File: config.mk
export PLATFORM = sky130hd
export DESIGN_NAME = can_trx_mode_controller
export DESIGN_NICKNAME = d
export VERILOG_FILES = /design/src/core/can_trx_mode_controller.v
export VERILOG_INCLUDE_DIRS = /design/src /design/src/core
export SDC_FILE = /design/constraint.sdc
export NUM_CORES = 1
export LEC_CHECK = 0
export BUFFER_PORTS_ARGS = -buffer_cell sky130_fd_sc_hd__buf_4
export CORE_ASPECT_RATIO = 1.5
export CORE_UTILIZATION = 53
export DETAILED_ROUTE_END_ITERATION = 10
export MAX_ROUTING_LAYER = met4
export PLACE_DENSITY = 0.73
export SYNTH_ARGS = -nofsm -noshare
export SYNTH_HDL_FRONTEND = slang
export SYNTH_SLANG_ARGS = --single-unit
File: constraint.sdc
create_clock -name clock_in -period 2.7 [get_ports clock_in]
set_input_delay 0.135 -clock clock_in [delete_from_list [all_inputs] [get_ports clock_in]]
set_output_delay 0.135 -clock clock_in [all_outputs]
set_load 0.01 [all_outputs]
File: src/core/can_trx_mode_defines.vh
`ifndef CAN_TRX_MODE_DEFINES_VH
`define CAN_TRX_MODE_DEFINES_VH
// Register addresses
`define ADDR_DEVICE_MODE_CONTROL 8'h01
`define ADDR_DEVICE_MODE_STATUS  8'h03
`define ADDR_TRANSCEIVER_CONTROL 8'h20
`define ADDR_TRANSCEIVER_STATUS  8'h22
`define ADDR_TRX_EVENT_ENABLE    8'h23
// Reset values
`define RST_DEVICE_MODE   3'h4
`define RST_TRX_SELECT    2'h1
`define RST_BUS_WAKE_EN   1'h0
// Device mode codes
`define DMODE_SLEEP       3'h1
`define DMODE_STANDBY     3'h4
`define DMODE_NORMAL      3'h7
// Transceiver selection codes
`define TSEL_STANDBY      2'h0
`define TSEL_NORMAL_UV    2'h1
`define TSEL_NORMAL_NOUV  2'h2
`define TSEL_SILENT       2'h3
// Field positions
`define BIT_SLEEP_CAUSE   7
`define BIT_OT_PREWARN    6
`define BIT_NORMAL_PEND   5
`define BIT_TX_READY      7
`define BIT_BUS_SILENT    3
`define BIT_VCC_UV        1
`define BIT_BUS_WAKE_EN   0
// Timing in ns and derived cycles at 8 ns
`define CLK_PERIOD_NS     8
`define T_FILTER_NS       1000
`define T_SUP_UV_NS       10000
`define T_SILENCE_NS      1000000
`define FILTER_CYCLES     ((`T_FILTER_NS + `CLK_PERIOD_NS - 1) / `CLK_PERIOD_NS)
`define SUP_UV_CYCLES     (`T_SUP_UV_NS / `CLK_PERIOD_NS)
`define SILENCE_CYCLES    (`T_SILENCE_NS / `CLK_PERIOD_NS)
`define CNT_W             20
`endif

File: src/core/can_trx_mode_controller.v
// Operation
// Device mode field: 001 Sleep, 100 Standby, 111 Normal.
// Sleep cause bit clears on host-commanded sleep, sets on undervoltage sleep.
// Prewarning bit follows die temperature against prewarning threshold.
// Normal-pending bit high after power-up until Normal first entered.
// Device Standby or Sleep keeps transceiver in Standby or Biased Standby.
// Selection field never picks Biased Standby directly.
// Bus activity in Standby moves to Biased Standby, bus biased mid-supply; code needs a full wake pattern when bus wake is enabled.
// Biased Standby returns to Standby after bus silence timeout.
// Power Off, Overtemp or battery undervoltage forces TRX Off.
// Leave Off for Standby when battery recovers and device mode allows; code leaves Off on battery recovery whatever the device mode.
// In Off bus pins float and receive output held high.
// Enabled wake pattern of two filtered dominant phases drives receive low.
// Active states go Biased Standby on Standby/Sleep mode, Standby if silent.
// Active states go Biased Standby when Normal and selection Standby.
// Selection 01 with VCC undervoltage in Normal states goes Biased Standby.
// Standby enters Biased Standby in Normal, selection 01, VCC below shutdown.
// Bus wake-up event in Standby enters Biased Standby.
// Silent receives, transmitter off, bus recessive, biasing kept.
// Clamping failure moves Normal to Silent; stay while undervoltage or clamping.
// Normal entered only with Normal mode, selection 01/10, no UV, no clamp.
// Reduced Normal returns to Normal after VCC good for filter time.
// Transmit input low blocks Normal; stay Silent until it goes high.
// Normal drives transmit level to bus, received level to receive output.
// Selection: 00 Standby, 01 Normal UV on, 10 Normal UV off, 11 Silent.
// Reduced Normal disables transmitter while keeping other Normal functions.
// Transmitter-ready status bit reads one when transmitter can send.
// Reserved bits read zero and ignore writes.
// Undefined device mode write leaves mode unchanged.
`include "can_trx_mode_defines.vh"
`timescale 1ns/100ps
`default_nettype none
module can_trx_mode_controller (
    input  wire       clock_in,
    input  wire       reset_in,
    input  wire       reg_write_in,
    input  wire       reg_read_in,
    input  wire [7:0] reg_addr_in,
    input  wire [7:0] reg_wdata_in,
    output reg  [7:0] reg_rdata_out,
    input  wire       dev_power_off_in,
    input  wire       dev_overtemp_in,
    input  wire       uv_sleep_in,
    input  wire       ot_prewarn_in,
    input  wire       vs_uv_set_in,
    input  wire       vs_uv_release_in,
    input  wire       vcc_uv_in,
    input  wire       vcc_tx_sd_in,
    input  wire       rxd_clamp_in,
    input  wire       bus_dominant_in,
    input  wire       txd_in,
    output reg        rxd_out,
    output reg        tx_drive_out,
    output reg        tx_enable_out,
    output reg        bias_mid_out,
    output reg        bus_hiz_out,
    output reg        bus_wake_out,
    output reg  [5:0] trx_state_out,
    output reg  [2:0] device_mode_out
);

////////////////////////////////////////////////////////////////////////////////
localparam [5:0] ST_OFF     = 6'h01;
localparam [5:0] ST_STBY    = 6'h02;
localparam [5:0] ST_BIASED  = 6'h04;
localparam [5:0] ST_SILENT  = 6'h08;
localparam [5:0] ST_NORMAL  = 6'h10;
localparam [5:0] ST_REDUCED = 6'h20;

localparam [3:0] WU_IDLE = 4'h1;
localparam [3:0] WU_DOM1 = 4'h2;
localparam [3:0] WU_REC  = 4'h4;
localparam [3:0] WU_DOM2 = 4'h8;

localparam integer FILTER_I  = `FILTER_CYCLES;
localparam integer SUP_UV_I  = `SUP_UV_CYCLES;
localparam integer SILENCE_I = `SILENCE_CYCLES;

localparam [`CNT_W-1:0] FILTER_N  = FILTER_I[`CNT_W-1:0];
localparam [`CNT_W-1:0] SUP_UV_N  = SUP_UV_I[`CNT_W-1:0];
localparam [`CNT_W-1:0] SILENCE_N = SILENCE_I[`CNT_W-1:0];

reg [2:0]        device_mode;
reg [1:0]        trx_select;
reg              bus_wake_enable;
reg              sleep_cause_status;
reg              normal_mode_pending;
reg [5:0]        state;
reg [5:0]        next_state;
reg [`CNT_W-1:0] silence_count;
reg              silence_timeout;
reg [`CNT_W-1:0] vcc_good_count;
reg [`CNT_W-1:0] vcc_low_count;
reg [`CNT_W-1:0] phase_count;
reg [3:0]        wake_phase;
reg              bus_wake_pattern;
reg              bus_prev;
reg              txd_seen_high;

wire dev_normal  = (device_mode == `DMODE_NORMAL);
wire dev_low     = (device_mode == `DMODE_STANDBY) | (device_mode == `DMODE_SLEEP);
wire sel_normal  = (trx_select == `TSEL_NORMAL_UV) | (trx_select == `TSEL_NORMAL_NOUV);
wire uv_active   = (trx_select == `TSEL_NORMAL_UV) & vcc_uv_in;
wire bus_active  = bus_dominant_in != bus_prev;
wire off_cause   = dev_power_off_in | dev_overtemp_in | vs_uv_set_in;
wire vcc_low_ok  = vcc_low_count >= SUP_UV_N;
wire vcc_good_ok = vcc_good_count >= SUP_UV_N;
wire tx_capable  = (state == ST_NORMAL) & ~vcc_tx_sd_in;

////////////////////////////////////////////////////////////////////////////////
// Register writes
always @(posedge clock_in) begin
    if (reset_in) begin
        device_mode     <= `RST_DEVICE_MODE;
        trx_select      <= `RST_TRX_SELECT;
        bus_wake_enable <= `RST_BUS_WAKE_EN;
    end else if (uv_sleep_in) begin
        device_mode     <= `DMODE_SLEEP;
        bus_wake_enable <= 1'b1;
    end else if (reg_write_in) begin
        case (reg_addr_in)
            `ADDR_DEVICE_MODE_CONTROL: begin
                if ((reg_wdata_in[2:0] == `DMODE_SLEEP) ||
                    (reg_wdata_in[2:0] == `DMODE_STANDBY) ||
                    (reg_wdata_in[2:0] == `DMODE_NORMAL)) begin
                    device_mode <= reg_wdata_in[2:0];
                end
            end
            `ADDR_TRANSCEIVER_CONTROL: begin
                trx_select <= reg_wdata_in[1:0];
            end
            `ADDR_TRX_EVENT_ENABLE: begin
                bus_wake_enable <= reg_wdata_in[`BIT_BUS_WAKE_EN];
            end
            default: begin
                trx_select <= trx_select;
            end
        endcase
    end
end

// Mode transition status
always @(posedge clock_in) begin
    if (reset_in) begin
        sleep_cause_status  <= 1'b0;
        normal_mode_pending <= 1'b1;
    end else begin
        if (uv_sleep_in) begin
            sleep_cause_status <= 1'b1;
        end else if (reg_write_in && (reg_addr_in == `ADDR_DEVICE_MODE_CONTROL) &&
                     (reg_wdata_in[2:0] == `DMODE_SLEEP)) begin
            sleep_cause_status <= 1'b0;
        end
        if (dev_normal) begin
            normal_mode_pending <= 1'b0;
        end
    end
end

// Register reads, reserved bits zero
always @(posedge clock_in) begin
    if (reset_in) begin
        reg_rdata_out <= 8'h00;
    end else if (reg_read_in) begin
        reg_rdata_out <= 8'h00;
        case (reg_addr_in)
            `ADDR_DEVICE_MODE_CONTROL: reg_rdata_out[2:0] <= device_mode;
            `ADDR_DEVICE_MODE_STATUS: begin
                reg_rdata_out[`BIT_SLEEP_CAUSE] <= sleep_cause_status;
                reg_rdata_out[`BIT_OT_PREWARN]  <= ot_prewarn_in;
                reg_rdata_out[`BIT_NORMAL_PEND] <= normal_mode_pending;
            end
            `ADDR_TRANSCEIVER_CONTROL: reg_rdata_out[1:0] <= trx_select;
            `ADDR_TRANSCEIVER_STATUS: begin
                reg_rdata_out[`BIT_TX_READY]   <= tx_capable;
                reg_rdata_out[`BIT_BUS_SILENT] <= silence_timeout;
                reg_rdata_out[`BIT_VCC_UV]     <= vcc_uv_in;
            end
            `ADDR_TRX_EVENT_ENABLE: reg_rdata_out[`BIT_BUS_WAKE_EN] <= bus_wake_enable;
            default: reg_rdata_out <= 8'h00;
        endcase
    end
end

////////////////////////////////////////////////////////////////////////////////
// Bus silence and supply filter timers
always @(posedge clock_in) begin
    if (reset_in) begin
        bus_prev        <= 1'b0;
        silence_count   <= {`CNT_W{1'b0}};
        silence_timeout <= 1'b1;
        vcc_good_count  <= {`CNT_W{1'b0}};
        vcc_low_count   <= {`CNT_W{1'b0}};
        txd_seen_high   <= 1'b0;
    end else begin
        bus_prev <= bus_dominant_in;
        if (bus_active || bus_dominant_in) begin
            silence_count   <= {`CNT_W{1'b0}};
            silence_timeout <= 1'b0;
        end else if (silence_count < SILENCE_N) begin
            silence_count <= silence_count + 1'b1;
        end else begin
            silence_timeout <= 1'b1;
        end
        if (vcc_tx_sd_in) begin
            vcc_good_count <= {`CNT_W{1'b0}};
        end else if (!vcc_good_ok) begin
            vcc_good_count <= vcc_good_count + 1'b1;
        end
        if (!vcc_tx_sd_in) begin
            vcc_low_count <= {`CNT_W{1'b0}};
        end else if (!vcc_low_ok) begin
            vcc_low_count <= vcc_low_count + 1'b1;
        end
        if (!(dev_normal && sel_normal)) begin
            txd_seen_high <= 1'b0;
        end else if (txd_in) begin
            txd_seen_high <= 1'b1;
        end
    end
end

////////////////////////////////////////////////////////////////////////////////
// Wake pattern detector
always @(posedge clock_in) begin
    if (reset_in) begin
        wake_phase       <= WU_IDLE;
        phase_count      <= {`CNT_W{1'b0}};
        bus_wake_pattern <= 1'b0;
    end else if (state != ST_STBY || !bus_wake_enable) begin
        wake_phase  <= WU_IDLE;
        phase_count <= {`CNT_W{1'b0}};
        if (state != ST_BIASED) begin
            bus_wake_pattern <= 1'b0;
        end
    end else begin
        phase_count <= (phase_count < FILTER_N) ? phase_count + 1'b1 : phase_count;
        case (wake_phase)
            WU_IDLE: begin
                phase_count <= {`CNT_W{1'b0}};
                if (bus_dominant_in) begin
                    wake_phase <= WU_DOM1;
                end
            end
            WU_DOM1: begin
                if (!bus_dominant_in) begin
                    phase_count <= {`CNT_W{1'b0}};
                    wake_phase  <= (phase_count >= FILTER_N) ? WU_REC : WU_IDLE;
                end
            end
            WU_REC: begin
                if (bus_dominant_in) begin
                    phase_count <= {`CNT_W{1'b0}};
                    wake_phase  <= (phase_count >= FILTER_N) ? WU_DOM2 : WU_DOM1;
                end
            end
            WU_DOM2: begin
                if (phase_count >= FILTER_N) begin
                    bus_wake_pattern <= 1'b1;
                    wake_phase       <= WU_IDLE;
                end else if (!bus_dominant_in) begin
                    phase_count <= {`CNT_W{1'b0}};
                    wake_phase  <= WU_REC;
                end
            end
            default: wake_phase <= WU_IDLE;
        endcase
    end
end

////////////////////////////////////////////////////////////////////////////////
// Transceiver state machine
always @* begin
    next_state = state;
    case (state)
        ST_OFF: begin
            if (!off_cause && vs_uv_release_in) begin
                next_state = ST_STBY;
            end
        end
        ST_STBY: begin
            if (bus_wake_pattern) begin
                next_state = ST_BIASED;
            end else if (bus_active && !bus_wake_enable) begin
                // With wake detection on, only a full pattern biases the bus
                next_state = ST_BIASED;
            end else if (dev_normal && trx_select == `TSEL_NORMAL_UV && vcc_tx_sd_in) begin
                next_state = ST_BIASED;
            end else if (dev_normal && trx_select == `TSEL_SILENT) begin
                next_state = ST_SILENT;
            end else if (dev_normal && sel_normal && !uv_active) begin
                next_state = (rxd_clamp_in || !txd_seen_high) ? ST_SILENT : ST_NORMAL;
            end
        end
        ST_BIASED: begin
            if (silence_timeout) begin
                next_state = ST_STBY;
            end else if (dev_normal && trx_select == `TSEL_SILENT) begin
                next_state = ST_SILENT;
            end else if (dev_normal && sel_normal && !uv_active) begin
                next_state = (rxd_clamp_in || !txd_seen_high) ? ST_SILENT : ST_NORMAL;
            end
        end
        ST_SILENT, ST_NORMAL, ST_REDUCED: begin
            if (dev_low || (dev_normal && trx_select == `TSEL_STANDBY)) begin
                next_state = silence_timeout ? ST_STBY : ST_BIASED;
            end else if (uv_active && state != ST_SILENT) begin
                next_state = silence_timeout ? ST_STBY : ST_BIASED;
            end else if (trx_select == `TSEL_SILENT) begin
                next_state = ST_SILENT;
            end else if (rxd_clamp_in || uv_active || !txd_seen_high) begin
                next_state = ST_SILENT;
            end else if (state == ST_SILENT) begin
                next_state = ST_NORMAL;
            end else if (state == ST_NORMAL && vcc_low_ok) begin
                next_state = ST_REDUCED;
            end else if (state == ST_REDUCED && vcc_good_ok) begin
                next_state = ST_NORMAL;
            end
        end
        default: next_state = ST_OFF;
    endcase
    if (off_cause) begin
        next_state = ST_OFF;
    end
end

// State register and pin drive, selection never yields Biased Standby alone
always @(posedge clock_in) begin
    if (reset_in) begin
        state           <= ST_OFF;
        rxd_out         <= 1'b1;
        tx_drive_out    <= 1'b0;
        tx_enable_out   <= 1'b0;
        bias_mid_out    <= 1'b0;
        bus_hiz_out     <= 1'b1;
        bus_wake_out    <= 1'b0;
        trx_state_out   <= ST_OFF;
        device_mode_out <= `RST_DEVICE_MODE;
    end else begin
        state           <= next_state;
        trx_state_out   <= next_state;
        device_mode_out <= device_mode;
        bus_hiz_out     <= (next_state == ST_OFF);
        bias_mid_out    <= (next_state != ST_OFF) && (next_state != ST_STBY);
        tx_enable_out   <= (next_state == ST_NORMAL);
        tx_drive_out    <= (next_state == ST_NORMAL) & ~txd_in;
        bus_wake_out    <= bus_wake_pattern;
        case (next_state)
            ST_SILENT, ST_NORMAL, ST_REDUCED: rxd_out <= ~bus_dominant_in;
            ST_STBY, ST_BIASED:               rxd_out <= ~bus_wake_pattern;
            default:                          rxd_out <= 1'b1;
        endcase
    end
end

endmodule // can_trx_mode_controller
`default_nettype wire

# After elaboration in Yosys (flattened, before gate mapping)
# Index checks and enable logic that the tools add are counted.
# W data, S select, Z words.
[totals] register_bits=118 input_bits=31 output_inout_bits=23 word_cells=190
[classes] add_sub_neg=4 n_lt_le_gt_ge=5 eq_ne=42 mux=53 n_bitwise=13 n_reduce_logical=49
[op_table] op="$mux W6" n=15
[op_table] op="$add A20 B1 Y20 const B" n=4
[op_table] op="$mux W20" n=4
[op_table] op="$pmux W20 S4" n=1
[op_table] op="$ge A20 B11 Y1 const B" n=2
[op_table] op="$eq A8 B6 Y1 const B" n=3
[op_table] op="$mux W4" n=6
[op_table] op="$pmux W6 S4" n=1
[op_table] op="$ge A20 B7 Y1 const B" n=1
[op_table] op="$lt A20 B17 Y1 const B" n=1
[op_table] op="$lt A20 B7 Y1 const B" n=1
[op_table] op="$mux W3" n=6
[op_table] op="$pmux W4 S4" n=1
[op_table] op="$logic_and A1 B1 Y1" n=14
[op_table] op="$reduce_bool A2 Y1" n=7
[op_table] op="$reduce_or A2 Y1" n=7
[op_table] op="$mux W1" n=13
[op_table] op="$eq A3 B3 Y1 const B" n=4
[op_table] op="$eq A6 B1 Y1 const B" n=2
[op_table] op="$eq A6 B2 Y1 const B" n=2
[op_table] op="$eq A6 B3 Y1 const B" n=2
[op_table] op="$eq A6 B4 Y1 const B" n=2
[op_table] op="$eq A6 B5 Y1 const B" n=2
[op_table] op="$eq A6 B6 Y1 const B" n=2
[op_table] op="other kinds (31)" n=63

# Depth between registers and ports, before layout
# Gate-level depths: netlist (run 1).
[logic_depth] ltp_word=14 mapped_depth=9 mapped_depth_nobuf=9

# Worst setup path before layout (run 1)
# No wires, ideal clock.
[synth_timing] path_kind="reg-to-reg" startpoint="reg vcc_good_count[0]" endpoint="reg rxd_out" setup_time_ps=120 arrival_ps=2284 t_required_ps=2580 setup_slack_ps=296 stages_incl_launch_ff=10 path_buffers=0 synth_period_minus_slack_ps=2404 path_cell_list="dfxtp_1 > inv_1 > ha_1 > or4_1 > a2111o_1 > a21oi_2 > o21ai_2 > a311oi_1 > o21ai_0 > a211o_1"
[synth_via] elab_chain_len=14 word_cells_on_any_way=19 classes_between="1 x order compare; 5 x eq/ne; 10 x mux; 3 x reduce/logical"
[synth_lines] item="start: declaration" line="can_trx_mode_controller.v:92" text="reg [`CNT_W-1:0] vcc_good_count;"
[synth_lines] item="start signal: assignment" line="can_trx_mode_controller.v:192" text="vcc_good_count <= {`CNT_W{1'b0}};"
[synth_lines] item="start signal: assignment" line="can_trx_mode_controller.v:206" text="vcc_good_count <= {`CNT_W{1'b0}};"
[synth_lines] item="start signal: assignment" line="can_trx_mode_controller.v:208" text="vcc_good_count <= vcc_good_count + 1'b1;"
[synth_lines] item="$ge A20 B11 Y1 *" line="can_trx_mode_controller.v:107" text="wire vcc_good_ok = vcc_good_count >= SUP_UV_N;"
[synth_lines] item="$logic_and A1 B1 Y1 *" line="can_trx_mode_controller.v:317" text="end else if (state == ST_REDUCED && vcc_good_ok) begin"
[synth_lines] item="$mux W6 *" line="can_trx_mode_controller.v:317"
[synth_lines] item="$mux W6 *" line="can_trx_mode_controller.v:315" text="end else if (state == ST_NORMAL && vcc_low_ok) begin"
[synth_lines] item="$mux W6 *" line="can_trx_mode_controller.v:313" text="end else if (state == ST_SILENT) begin"
[synth_lines] item="$mux W6 *" line="can_trx_mode_controller.v:311" text="end else if (rxd_clamp_in || uv_active || !txd_seen_high) begin"
[synth_lines] item="$mux W6 *" line="can_trx_mode_controller.v:309" text="end else if (trx_select == `TSEL_SILENT) begin"
[synth_lines] item="$mux W6 *" line="can_trx_mode_controller.v:307" text="end else if (uv_active && state != ST_SILENT) begin"
[synth_lines] item="$mux W6 *" line="can_trx_mode_controller.v:305" text="if (dev_low || (dev_normal && trx_select == `TSEL_STANDBY)) begin"
[synth_lines] item="$pmux W6 S4 *" line="can_trx_mode_controller.v:275" text="case (state)"
[synth_lines] item="$mux W6 *" line="can_trx_mode_controller.v:323" text="if (off_cause) begin"
[synth_lines] item="$eq A6 B5 Y1 (tied with other cells)" line="can_trx_mode_controller.v:349" text="case (next_state)"
[synth_lines] item="$reduce_or A3 Y1 / $reduce_or A2 Y1 (equally long branches)" line="can_trx_mode_controller.v:349"
[synth_lines] item="$pmux W1 S2 *" line="can_trx_mode_controller.v:349"
[synth_lines] item="end signal: assignment" line="can_trx_mode_controller.v:350" text="ST_SILENT, ST_NORMAL, ST_REDUCED: rxd_out <= ~bus_dominant_in;"
[synth_lines] item="end signal: assignment" line="can_trx_mode_controller.v:351" text="ST_STBY, ST_BIASED: rxd_out <= ~bus_wake_pattern;"
[synth_lines] item="end: declaration" line="can_trx_mode_controller.v:52" text="output reg rxd_out,"
# Mark *: on every way between the ends. The rest lies on a longest branch, timed or not.
# A chain may end at the register's enable or synchronous reset.

# Worst setup path in the final report (run 1)
# Same ends and word-level chain as after synthesis.

==> run metrics, run 1 <==
fin util=0.662; GRT Util Overall=0.242; placed inst area=0.00567 mm²; Die Y=123 µm; top cells by area, synth=dfxtp_1 45%, nor2_1 6.0%, and2_1 4.2%; met1 WL=4.92 mm; total vias in the final route=4432; Worst Skew=5.94 ps; detailed-route DRC error count=0; # diodes=0; most common cell in the netlist=dfxtp_1; First-pass DRT Iterations=4; top cell type's share of synthesized area=0.453; Syn Inst Count=590; fin cells=779; Setup crit start kind=flip-flop; RR Startpoint=vcc_good_count[0]; final total power=4.39 mW; asr flop ratio synth=0; worst setup path class=reg -> reg; area grow syn2layout=22.4%; IR drop worst, VDD=0.977 mV; Worst Max-Slew Pin Slew=612 ps; Yosys warnings=0; CTS tree=built; GPL Wtd Cong=0.878; cts hold-fix bufs=5; CP Data Required Time=3000 ps; Max Buffers Root-to-Sink=2; R2R Path End=rxd_out; antenna viol nets, final=0; Hold Fails Final Rpt=0; sequential share of the synthesized area=0.453; Leakage=2.53 nW; DR vias/cell=5.69; post-synth top area cell=dfxtp_1; largest net degree at the start of global routing=24; Worst Hold Launch=reg_wdata_in[1]; syn_nets=633; FF-to-FF setup slack=170 ps; fin crit period=2530 ps; RSZ-0062 raised after global routing=false; prevailing post-synth register cell=dfxtp_1; clk slew on worst S/H paths=50 ps; IO Port Bufs=47; average routed wire per standard cell=14.8 µm; Critical Path AT=2830 ps; R2R cell count=9; Clk pwr share=0.565; Max-Cap Viols=0; cell area power density=689 mW/mm²; hold_ws=12.2 ps; Post-synth top cells=118 x dfxtp_1, 83 x nor2_1, 35 x and2_1; total negative slack=0 ps; Hold Path Cell Cnt=3; Syn Std Cell Area=0.00521 mm²; H-tree depth=4; #FFs+latches synth=118; first-pass GRT wire length=19.2 mm; initial antenna violation count=0; Clock Sinks=118; Design Area, Final=0.00638 mm²; DR iter-0 viols=241; DP Worst Slack=185 ps; Comb pwr share=0.032; Die X=83.0 µm; Internal=3.50 mW; Slew HR=0.589; CTS Buf Count=17; clk root buf=clkbuf_16; fin worst setup slack=166 ps; share of cells above drive strength 1=0.157; Clock Latency Late Sink=410 ps; Die ar.=0.0102 mm²; post-CTS setup buffer count=0; Worst Hold Path EP=trx_select[1]; final WL=11.5 mm; io pins=54; Reg power frac=0.403; Worst setup EP type=flip-flop; HPWL Detailed=8.17 mm; EDFF count, synth=0; Synth cell types=70; vias in the first global route=4300; metal2 WL=5.77 mm; worst hold path type=in -> reg; fin crit share=0.939; Avg Inst Size Synth=8.83 µm²; wire length on met3=434 µm; final net count=694; post-cts gate resize count=0; Rows=44; Critical Path Source=vcc_good_count[0]; cell total after placement=742; total gr overflow=0; Finish-stage setup viols=0; switching part of the total=0.203; max frequency=0.395 GHz; crit path max fanout=4; Net Sw Power=0.890 mW; fin. max-slew vios=0; core area=0.00963 mm²; Max Used Layer=met4; status=finished, final reports clean; Starting Density=0.541
-- state kept, by name, indices dropped and copies added (netlist names), 4 cells and up --
signal	count
vcc_low_count	20
state	6
phase_count	20
reg_rdata_out	7
silence_count	20
vcc_good_count	20
wake_phase	4
-- how the worst max path moves through the flow --
| stage | slack [ps] | cells after the start | endpoint |
|---|---|---|---|
| finish | 170 | 9 | rxd_out |
| global route | 20 | 10 | vcc_good_count[7] |
| CTS | 180 | 10 | vcc_good_count[6] |
| detailed placement | 190 | 10 | vcc_good_count[6] |
| global placement | 240 | 10 | vcc_good_count[6] |
| floorplan | 300 | 9 | rxd_out |
-- worst max-delay path, stage by stage (launching register included) --
cell      delay [ps]
dfxtp_1          390
inv_1             70
ha_1             180
or4_1            400
a2111o_1         390
a21oi_2          200
o21ai_2           80
a311oi_1         270
o21ai_0          140
a211o_1          300
-- area by class of cell --
cell class | count | area (µm²)
fill | 791 | 3260
multi-input combinational | 429 | 2660
sequential | 118 | 2360
timing repair buffer | 60 | 463
clock buffer | 20 | 457
clock inverter | 12 | 200
tap | 115 | 144
inverter | 25 | 93.8
-- logic make-up (layout without fill, tap and decap cells) --
family	Yosys count	after routing	share of synthesized area
AO/OA/AOI/OAI	100	100	0.132
XOR/XNOR	35	35	0.0588
adder cells (fa/ha/maj)	13	13	0.0310
buffers and inverters	43	117	0.0370
flip-flops	118	118	0.453
multiplexers	5	5	0.00960
other	1	1	0.000720
AND/OR/NAND/NOR	275	275	0.278
-- per-layer routing --
layer / global-route usage / vias to the layer above
met4: 0.121 / 0
li1: - / 2204
met3: 0.0607 / 38
met1: 0.261 / 2092
met5: - / -
met2: 0.418 / 98
-- power by group through the flow --
stage                     combinational, mW  sequential [mW]  clock [mW]
after floorplan                      0.0696             1.81           0
after global placement                0.131             1.81           0
after detailed placement              0.135             1.81           0
after CTS                             0.141             1.77        2.51
after global routing                  0.156             1.77        2.58
final                                 0.140             1.77        2.48
-- placed cells by master (no fill, tap or decap), drive strengths merged, types with 13 or more instances in the layout --
cell      n
a21oi    23
and2     35
buf      55
clkbuf   20
dfxtp   118
inv      25
nand2    34
nand3    21
nand4    13
nor2     83
nor3     16
nor4     13
o21ai    25
xnor2    15
xor2     20
(Power assumes the default switching activity.)
==> run 2, diff against run 1 <==
--- a/config.mk
+++ b/config.mk
@@ -12,6 +12,7 @@
 export DETAILED_ROUTE_END_ITERATION = 10
 export MAX_ROUTING_LAYER = met4
 export PLACE_DENSITY = 0.73
+export SETUP_SLACK_MARGIN = 0.3
 export SYNTH_ARGS = -nofsm -noshare
 export SYNTH_HDL_FRONTEND = slang
 export SYNTH_SLANG_ARGS = --single-unit
==> run 2 against run 1 <==
  * Clock power down 2%
  * First-iteration DRC count up 12%
  * Flip-flop and latch count stayed put
  * Sequential share of layout area fell by 0.37 points
  * Combinational power up 4%
  * Critical endpoint unchanged
  * Sequential power is essentially flat
==> run metrics, run 2 (same netlist as run 1, synthesis figures left out) <==
Worst setup EP type=flip-flop (unchanged); RR Startpoint=vcc_good_count[0] (unchanged); core area=0.00963 mm² (unchanged); fin. max-slew vios=0 (unchanged); share of cells above drive strength 1=0.175 (was 0.157); worst path buffer plus inverter count=1 (unchanged); Worst Skew=6.10 ps (was 5.94 ps); Rows=44 (unchanged); worst hold path type=in -> reg (unchanged); worst setup path end=rxd_out (unchanged); io pins=54 (unchanged); Worst Max-Slew Pin Slew=564 ps (was 612 ps); worst setup path class=reg -> reg (unchanged); status=finished, final reports clean (unchanged); Max-Cap Viols=0 (unchanged); Slew HR=0.621 (was 0.589); total vias in the final route=4439 (was 4432); Finish-stage setup viols=0 (unchanged); Critical Path AT=2780 ps (was 2830 ps); vias in the first global route=4323 (was 4300); final WL=11.5 mm (about the same); FF-to-FF setup slack=220 ps (was 170 ps); metal2 WL=6.03 mm (was 5.77 mm); Hold Fails Final Rpt=0 (unchanged); first-pass GRT wire length=19.3 mm (was 19.2 mm); DR iter-0 viols=269 (was 241); IR drop worst, VDD=0.480 mV (was 0.977 mV); # diodes=0 (unchanged); met1 WL=4.78 mm (was 4.92 mm); DR vias/cell=5.66 (was 5.69); detailed-route DRC error count=0 (unchanged); Internal=3.50 mW (about the same); Reg power frac=0.408 (was 0.403); Clk pwr share=0.559 (was 0.565); R2R cell count=9 (unchanged); initial antenna violation count=0 (unchanged); CTS Buf Count=17 (unchanged); GPL Wtd Cong=0.873 (was 0.878); CP Cell Sequence=inv_2 -> ha_2 -> or4_4 -> a2111o_1 -> a21oi_4 -> o21ai_2 -> a311oi_2 -> o21ai_1 -> a211o_1 (was inv_1 -> ha_1 -> or4_1 -> a2111o_1 -> a21oi_2 -> o21ai_2 -> a311oi_1 -> o21ai_0 -> a211o_1); H-tree depth=4 (unchanged); total negative slack=0 ps (unchanged); largest net degree at the start of global routing=24 (unchanged); R2R Path End=rxd_out (unchanged); max frequency=0.403 GHz (was 0.395 GHz); most common cell after layout, fill and taps aside=dfxtp_1 (unchanged); Max Used Layer=met4 (unchanged); crit path max fanout=3 (was 4); final total power=4.35 mW (was 4.39 mW); Die Y=123 µm (unchanged); WP depth=9 (unchanged); Die X=83.0 µm (unchanged); fin crit period=2480 ps (was 2530 ps); antenna viol nets, final=0 (unchanged); Critical Path Source=vcc_good_count[0] (unchanged); Clock Sinks=118 (unchanged); clk root buf=clkbuf_16 (unchanged); total gr overflow=0 (unchanged); CTS tree=built (unchanged); Net Sw Power=0.843 mW (was 0.890 mW); area grow syn2layout=23.8% (was 22.4%); Starting Density=0.541 (unchanged); wire length on met3=515 µm (was 434 µm); cell area power density=674 mW/mm² (was 689 mW/mm²); final net count=699 (was 694); fin crit share=0.920 (was 0.939); CP Data Required Time=3000 ps (about the same); Die ar.=0.0102 mm² (unchanged); clk slew on worst S/H paths=50 ps (about the same); critical path's slowest cell=a2111o_1 (was or4_1); Leakage=2.56 nW (was 2.53 nW); Comb pwr share=0.033 (was 0.032); most frequent cells in the layout=117 x dfxtp_1, 83 x nor2_1, 60 x buf_4, 35 x and2_1, 34 x nand2_1 (was 118 x dfxtp_1, 83 x nor2_1, 55 x buf_4, 35 x and2_1, 34 x nand2_1); GRT Util Overall=0.244 (was 0.242); HPWL Detailed=8.14 mm (was 8.17 mm); First-pass DRT Iterations=5 (was 4); Max Buffers Root-to-Sink=2 (unchanged); switching part of the total=0.194 (was 0.203); Setup crit start kind=flip-flop (unchanged); slowest stage delay, CP=460 ps (was 400 ps); RSZ-0062 raised after global routing=true (was false); average routed wire per standard cell=14.7 µm (was 14.8 µm); IO Port Bufs=47 (unchanged); Clock Latency Late Sink=410 ps (about the same); Worst path top cell family by delay=compound AO/OA/AOI/OAI gates (unchanged)
-- run 2: cell count changes in the layout (fill, tap and decap cells not counted), moves of 2 or more --
cell	delta
buf_4	+5
clkbuf_1	+3
clkinv_4	-2
clkinvlp_4	-2
or4_1	-2
or4_4	+2
-- run 2: worst min-delay path by stage --
stage / slack (ps) / depth (start not counted) / startpoint / end
detailed placement: 320 / 2 / txd_in / tx_drive_out
CTS: 7 / 3 / reg_wdata_in[1] / trx_select[1]
global placement: 320 / 2 / txd_in / tx_drive_out
floorplan: 210 / 1 / txd_in / tx_drive_out
finish: 9 / 3 / reg_wdata_in[1] / trx_select[1]
global route: 10 / 3 / reg_wdata_in[1] / trx_select[1]
-- run 2: what timing repair did --
| action | in CTS | in global routing |
|---|---|---|
| buffers inserted | 0 | 3 |
| pin swaps | 1 | 6 |
| setup endpoints to repair | 5 | 22 |
| endpoints found under the hold margin | 8 | 0 |
| resized for setup | 3 | 12 |
| cloned | 0 | 0 |
| hold buffers | 5 | 0 |
-- run 2: metrics by stage --
step	worst slack (ps)	hold slack [ps]	utilization	area (µm²)	instances
global route	93.9	12.2	0.670	6450	784
finish	217	8.93	0.670	6450	784
detailed placement	130	317	0.591	5690	744
CTS	227	7.33	0.664	6390	781
global placement	202	316	0.591	5690	744
floorplan	334	213	-	5220	590
-- run 2: power groups by stage --
stage | clock network [mW] | logic [mW] | registers (mW)
finish | 2.43 | 0.145 | 1.77
global route | 2.55 | 0.160 | 1.77
CTS | 2.46 | 0.141 | 1.77
detailed placement | 0 | 0.133 | 1.81
global placement | 0 | 0.130 | 1.81
floorplan | 0 | 0.0696 | 1.81
-- run 2: cell type report --
| type | instances | area, µm² |
|---|---|---|
| Inverter | 25 | 93.8 |
| Sequential cell | 118 | 2370 |
| Clock buffer | 23 | 468 |
| Clock inverter | 9 | 173 |
| Fill cell | 761 | 3180 |
| Multi-Input combinational cell | 429 | 2710 |
| Tap cell | 115 | 144 |
| Timing Repair Buffer | 65 | 500 |
-- run 2: metal layers --
metal | vias to the layer above | global-route usage
li1 | 2205 | -
met1 | 2087 | 0.250
met2 | 125 | 0.443
met3 | 22 | 0.0708
met4 | 0 | 0.0905
met5 | - | -
-- run 2: worst reg2reg max path, stage by stage, from the launching register on --
cell      delay, ps
dfxtp_4         350
inv_2            40
ha_2            160
or4_4           410
a2111o_1        460
a21oi_4         210
o21ai_2         100
a311oi_2        270
o21ai_1         110
a211o_1         260
==> run 3, diff against run 2 <==
--- a/config.mk
+++ b/config.mk
@@ -6,7 +6,9 @@
 export SDC_FILE = /design/constraint.sdc
 export NUM_CORES = 1
 export LEC_CHECK = 0
+export ABC_AREA = 1
 export BUFFER_PORTS_ARGS = -buffer_cell sky130_fd_sc_hd__buf_4
+export CAP_MARGIN = 20
 export CORE_ASPECT_RATIO = 1.5
 export CORE_UTILIZATION = 53
 export DETAILED_ROUTE_END_ITERATION = 10
==> run 3 against run 2 <==
  * The flow now finishes with violations (design-rule violations)
  * Clock power up 8.6%
  * Sequential share of layout area down 0.68 points
  * Register-to-register slack better by 380 ps
  * Clock-buffer cell count down 3
  * Maximum frequency up 18%
  * Power up 5.0%
  * Hold slack better by 6.2 ps
  * Final area up 1.7%
  * Core utilization about the same
  * Flip-flop and latch count unchanged
  * Via count up 10%
  * Critical endpoint is now phase_count[5]
  * Largest cell class unchanged
  * Largest power group unchanged
==> run metrics, run 3 <==
post-cts gate resize count=0 (was 3); Die X=84.4 µm (was 83.0 µm); Starting Density=0.550 (was 0.541); Setup crit start kind=flip-flop (unchanged); crit path max fanout=20 (was 3); DR iter-0 viols=211 (was 269); cts hold-fix bufs=3 (was 5); clk slew on worst S/H paths=60 ps (was 50 ps); asr flop ratio synth=0 (unchanged); #FFs+latches synth=118 (unchanged); total gr overflow=0 (unchanged); Max-Cap Viols=0 (unchanged); worst setup path end=phase_count[5] (was rxd_out); DR vias/cell=5.28 (was 5.66); average routed wire per standard cell=12.3 µm (was 14.7 µm); fin cells=928 (was 784); top cell type's share of synthesized area=0.438 (was 0.453); Critical Path Source=phase_count[0] (was vcc_good_count[0]); fin util=0.670 (about the same); sequential share of the synthesized area=0.438 (was 0.453); CTS Buf Count=17 (unchanged); io pins=54 (unchanged); first-pass GRT wire length=19.8 mm (was 19.3 mm); cell total after placement=893 (was 744); Syn Std Cell Area=0.00539 mm² (was 0.00521 mm²); fin. max-slew vios=0 (unchanged); Syn Inst Count=741 (was 590); final net count=843 (was 699); R2R Path End=phase_count[5] (was rxd_out); fin worst setup slack=593 ps (was 217 ps); placed inst area=0.00584 mm² (was 0.00569 mm²); Yosys warnings=0 (unchanged); Critical Path AT=2450 ps (was 2780 ps); post-CTS setup buffer count=0 (unchanged); Max Buffers Root-to-Sink=2 (unchanged); IO Port Bufs=47 (unchanged); H-tree depth=4 (unchanged); GPL Wtd Cong=0.883 (was 0.873); Worst Skew=10.7 ps (was 6.10 ps); CTS tree=built (unchanged); # diodes=0 (unchanged); fin crit share=0.780 (was 0.920); FF-to-FF setup slack=590 ps (was 220 ps); detailed-route DRC error count=2 (was 0); HPWL Detailed=8.20 mm (was 8.14 mm); antenna viol nets, final=0 (unchanged); fin crit period=2110 ps (was 2480 ps); clk root buf=clkbuf_16 (unchanged); Clock Sinks=118 (unchanged); syn_nets=784 (was 633); area grow syn2layout=21.7% (was 23.8%); Leakage=2.71 nW (was 2.56 nW); Die Y=126 µm (was 123 µm); worst hold path type=in -> reg (unchanged); Avg Inst Size Synth=7.28 µm² (was 8.83 µm²); status=finished with violations (was finished, final reports clean); post-synth top area cell=dfxtp_1 (unchanged); hold_ws=15.1 ps (was 8.93 ps); total negative slack=0 ps (unchanged); Hold Fails Final Rpt=0 (unchanged); worst setup path class=reg -> reg (unchanged); share of cells above drive strength 1=0.139 (was 0.175); initial antenna violation count=0 (unchanged); IR drop worst, VDD=0.499 mV (was 0.480 mV); vias in the first global route=4763 (was 4323); Post-synth top cells=125 x inv_1, 124 x nand2_1, 118 x dfxtp_1 (was 118 x dfxtp_1, 83 x nor2_1, 35 x and2_1); Rows=44 (unchanged); cell area power density=696 mW/mm² (was 674 mW/mm²); EDFF count, synth=0 (unchanged); core area=0.00980 mm² (was 0.00963 mm²); Slew HR=0.568 (was 0.621); Worst Max-Slew Pin Slew=647 ps (was 564 ps); final WL=11.4 mm (was 11.5 mm); Design Area, Final=0.00656 mm² (was 0.00645 mm²); GRT Util Overall=0.238 (was 0.244); max frequency=0.475 GHz (was 0.403 GHz); total vias in the final route=4899 (was 4439); Finish-stage setup viols=0 (unchanged); CP Data Required Time=3040 ps (was 3000 ps); top cells by area, synth=dfxtp_1 44%, inv_1 8.7%, nand2_1 8.6% (was dfxtp_1 45%, nor2_1 6.0%, and2_1 4.2%); largest net degree at the start of global routing=21 (was 24); prevailing post-synth register cell=dfxtp_1 (unchanged); Die ar.=0.0106 mm² (was 0.0102 mm²); R2R cell count=10 (was 9); DP Worst Slack=606 ps (was 130 ps); failing checks=design-rule violations; RR Startpoint=phase_count[0] (was vcc_good_count[0]); most common cell after layout, fill and taps aside=inv_1 (was dfxtp_1); final total power=4.57 mW (was 4.35 mW); Worst Hold Launch=reg_read_in (was reg_wdata_in[1]); Worst setup EP type=flip-flop (unchanged); Clock Latency Late Sink=410 ps (about the same); Synth cell types=51 (was 70); most common cell in the netlist=inv_1 (was dfxtp_1); RSZ-0062 raised after global routing=false (was true); most frequent cells in the layout=125 x inv_1, 124 x nand2_1, 118 x dfxtp_1, 114 x nor2_1, 47 x buf_4 (was 117 x dfxtp_1, 83 x nor2_1, 60 x buf_4, 35 x and2_1, 34 x nand2_1); First-pass DRT Iterations=8 (was 5)
==> run 3: logic make-up after synthesis <==
| family | count (synthesis) | synth area share |
|---|---|---|
| AND/OR/NAND/NOR | 355 | 0.307 |
| buffers and inverters | 136 | 0.0981 |
| flip-flops | 118 | 0.438 |
| AO/OA/AOI/OAI | 117 | 0.125 |
| adder cells (fa/ha/maj) | 12 | 0.0278 |
| XOR/XNOR | 2 | 0.00325 |
| other | 1 | 0.000695 |
==> run 3: where the power goes <==
group / switching (mW) / leakage, nW / total (mW) / internal (mW)
clock network: 0.789 / 0.327 / 2.64 / 1.85
logic: 0.0901 / 1.43 / 0.154 / 0.0643
registers: 0.0132 / 0.955 / 1.77 / 1.76
total: 0.893 / 2.71 / 4.57 / 3.67
==> run 3: worst min path at each step <==
stage	to	slack (ps)	cells past startpoint
after global routing	reg_rdata_out[3]	20	2
final	reg_rdata_out[3]	20	2
after floorplan	tx_drive_out	210	1
after global placement	tx_drive_out	310	2
after CTS	reg_rdata_out[5]	2	2
after detailed placement	tx_drive_out	320	2
==> run 3: layout make-up <==
cell class	instances	area (µm²)
flip-flops and latches	118	2360
repair buffers	50	383
inverters	126	478
clock buffers	20	447
fillers	820	3240
clock inverters	12	246
well taps	115	144
multi-input cells	487	2500
==> run 3: critical path, stage by stage (launching register included) <==
cell and delay (ps):
dfxtp_1 360, inv_1 90, ha_1 210, nor2_1 110, nand2_1 80, nand4_2 180
nand2_2 90, o2111ai_1 90, nand2_1 410, o21bai_1 310, a21oi_1 100
==> run 3: per-layer routing <==
layer	wire length, µm	share of wire	track usage
met5	0	0	-
met4	232	0.020	0.0887
met3	493	0.043	0.0746
met2	5970	0.52	0.427
met1	4730	0.41	0.241
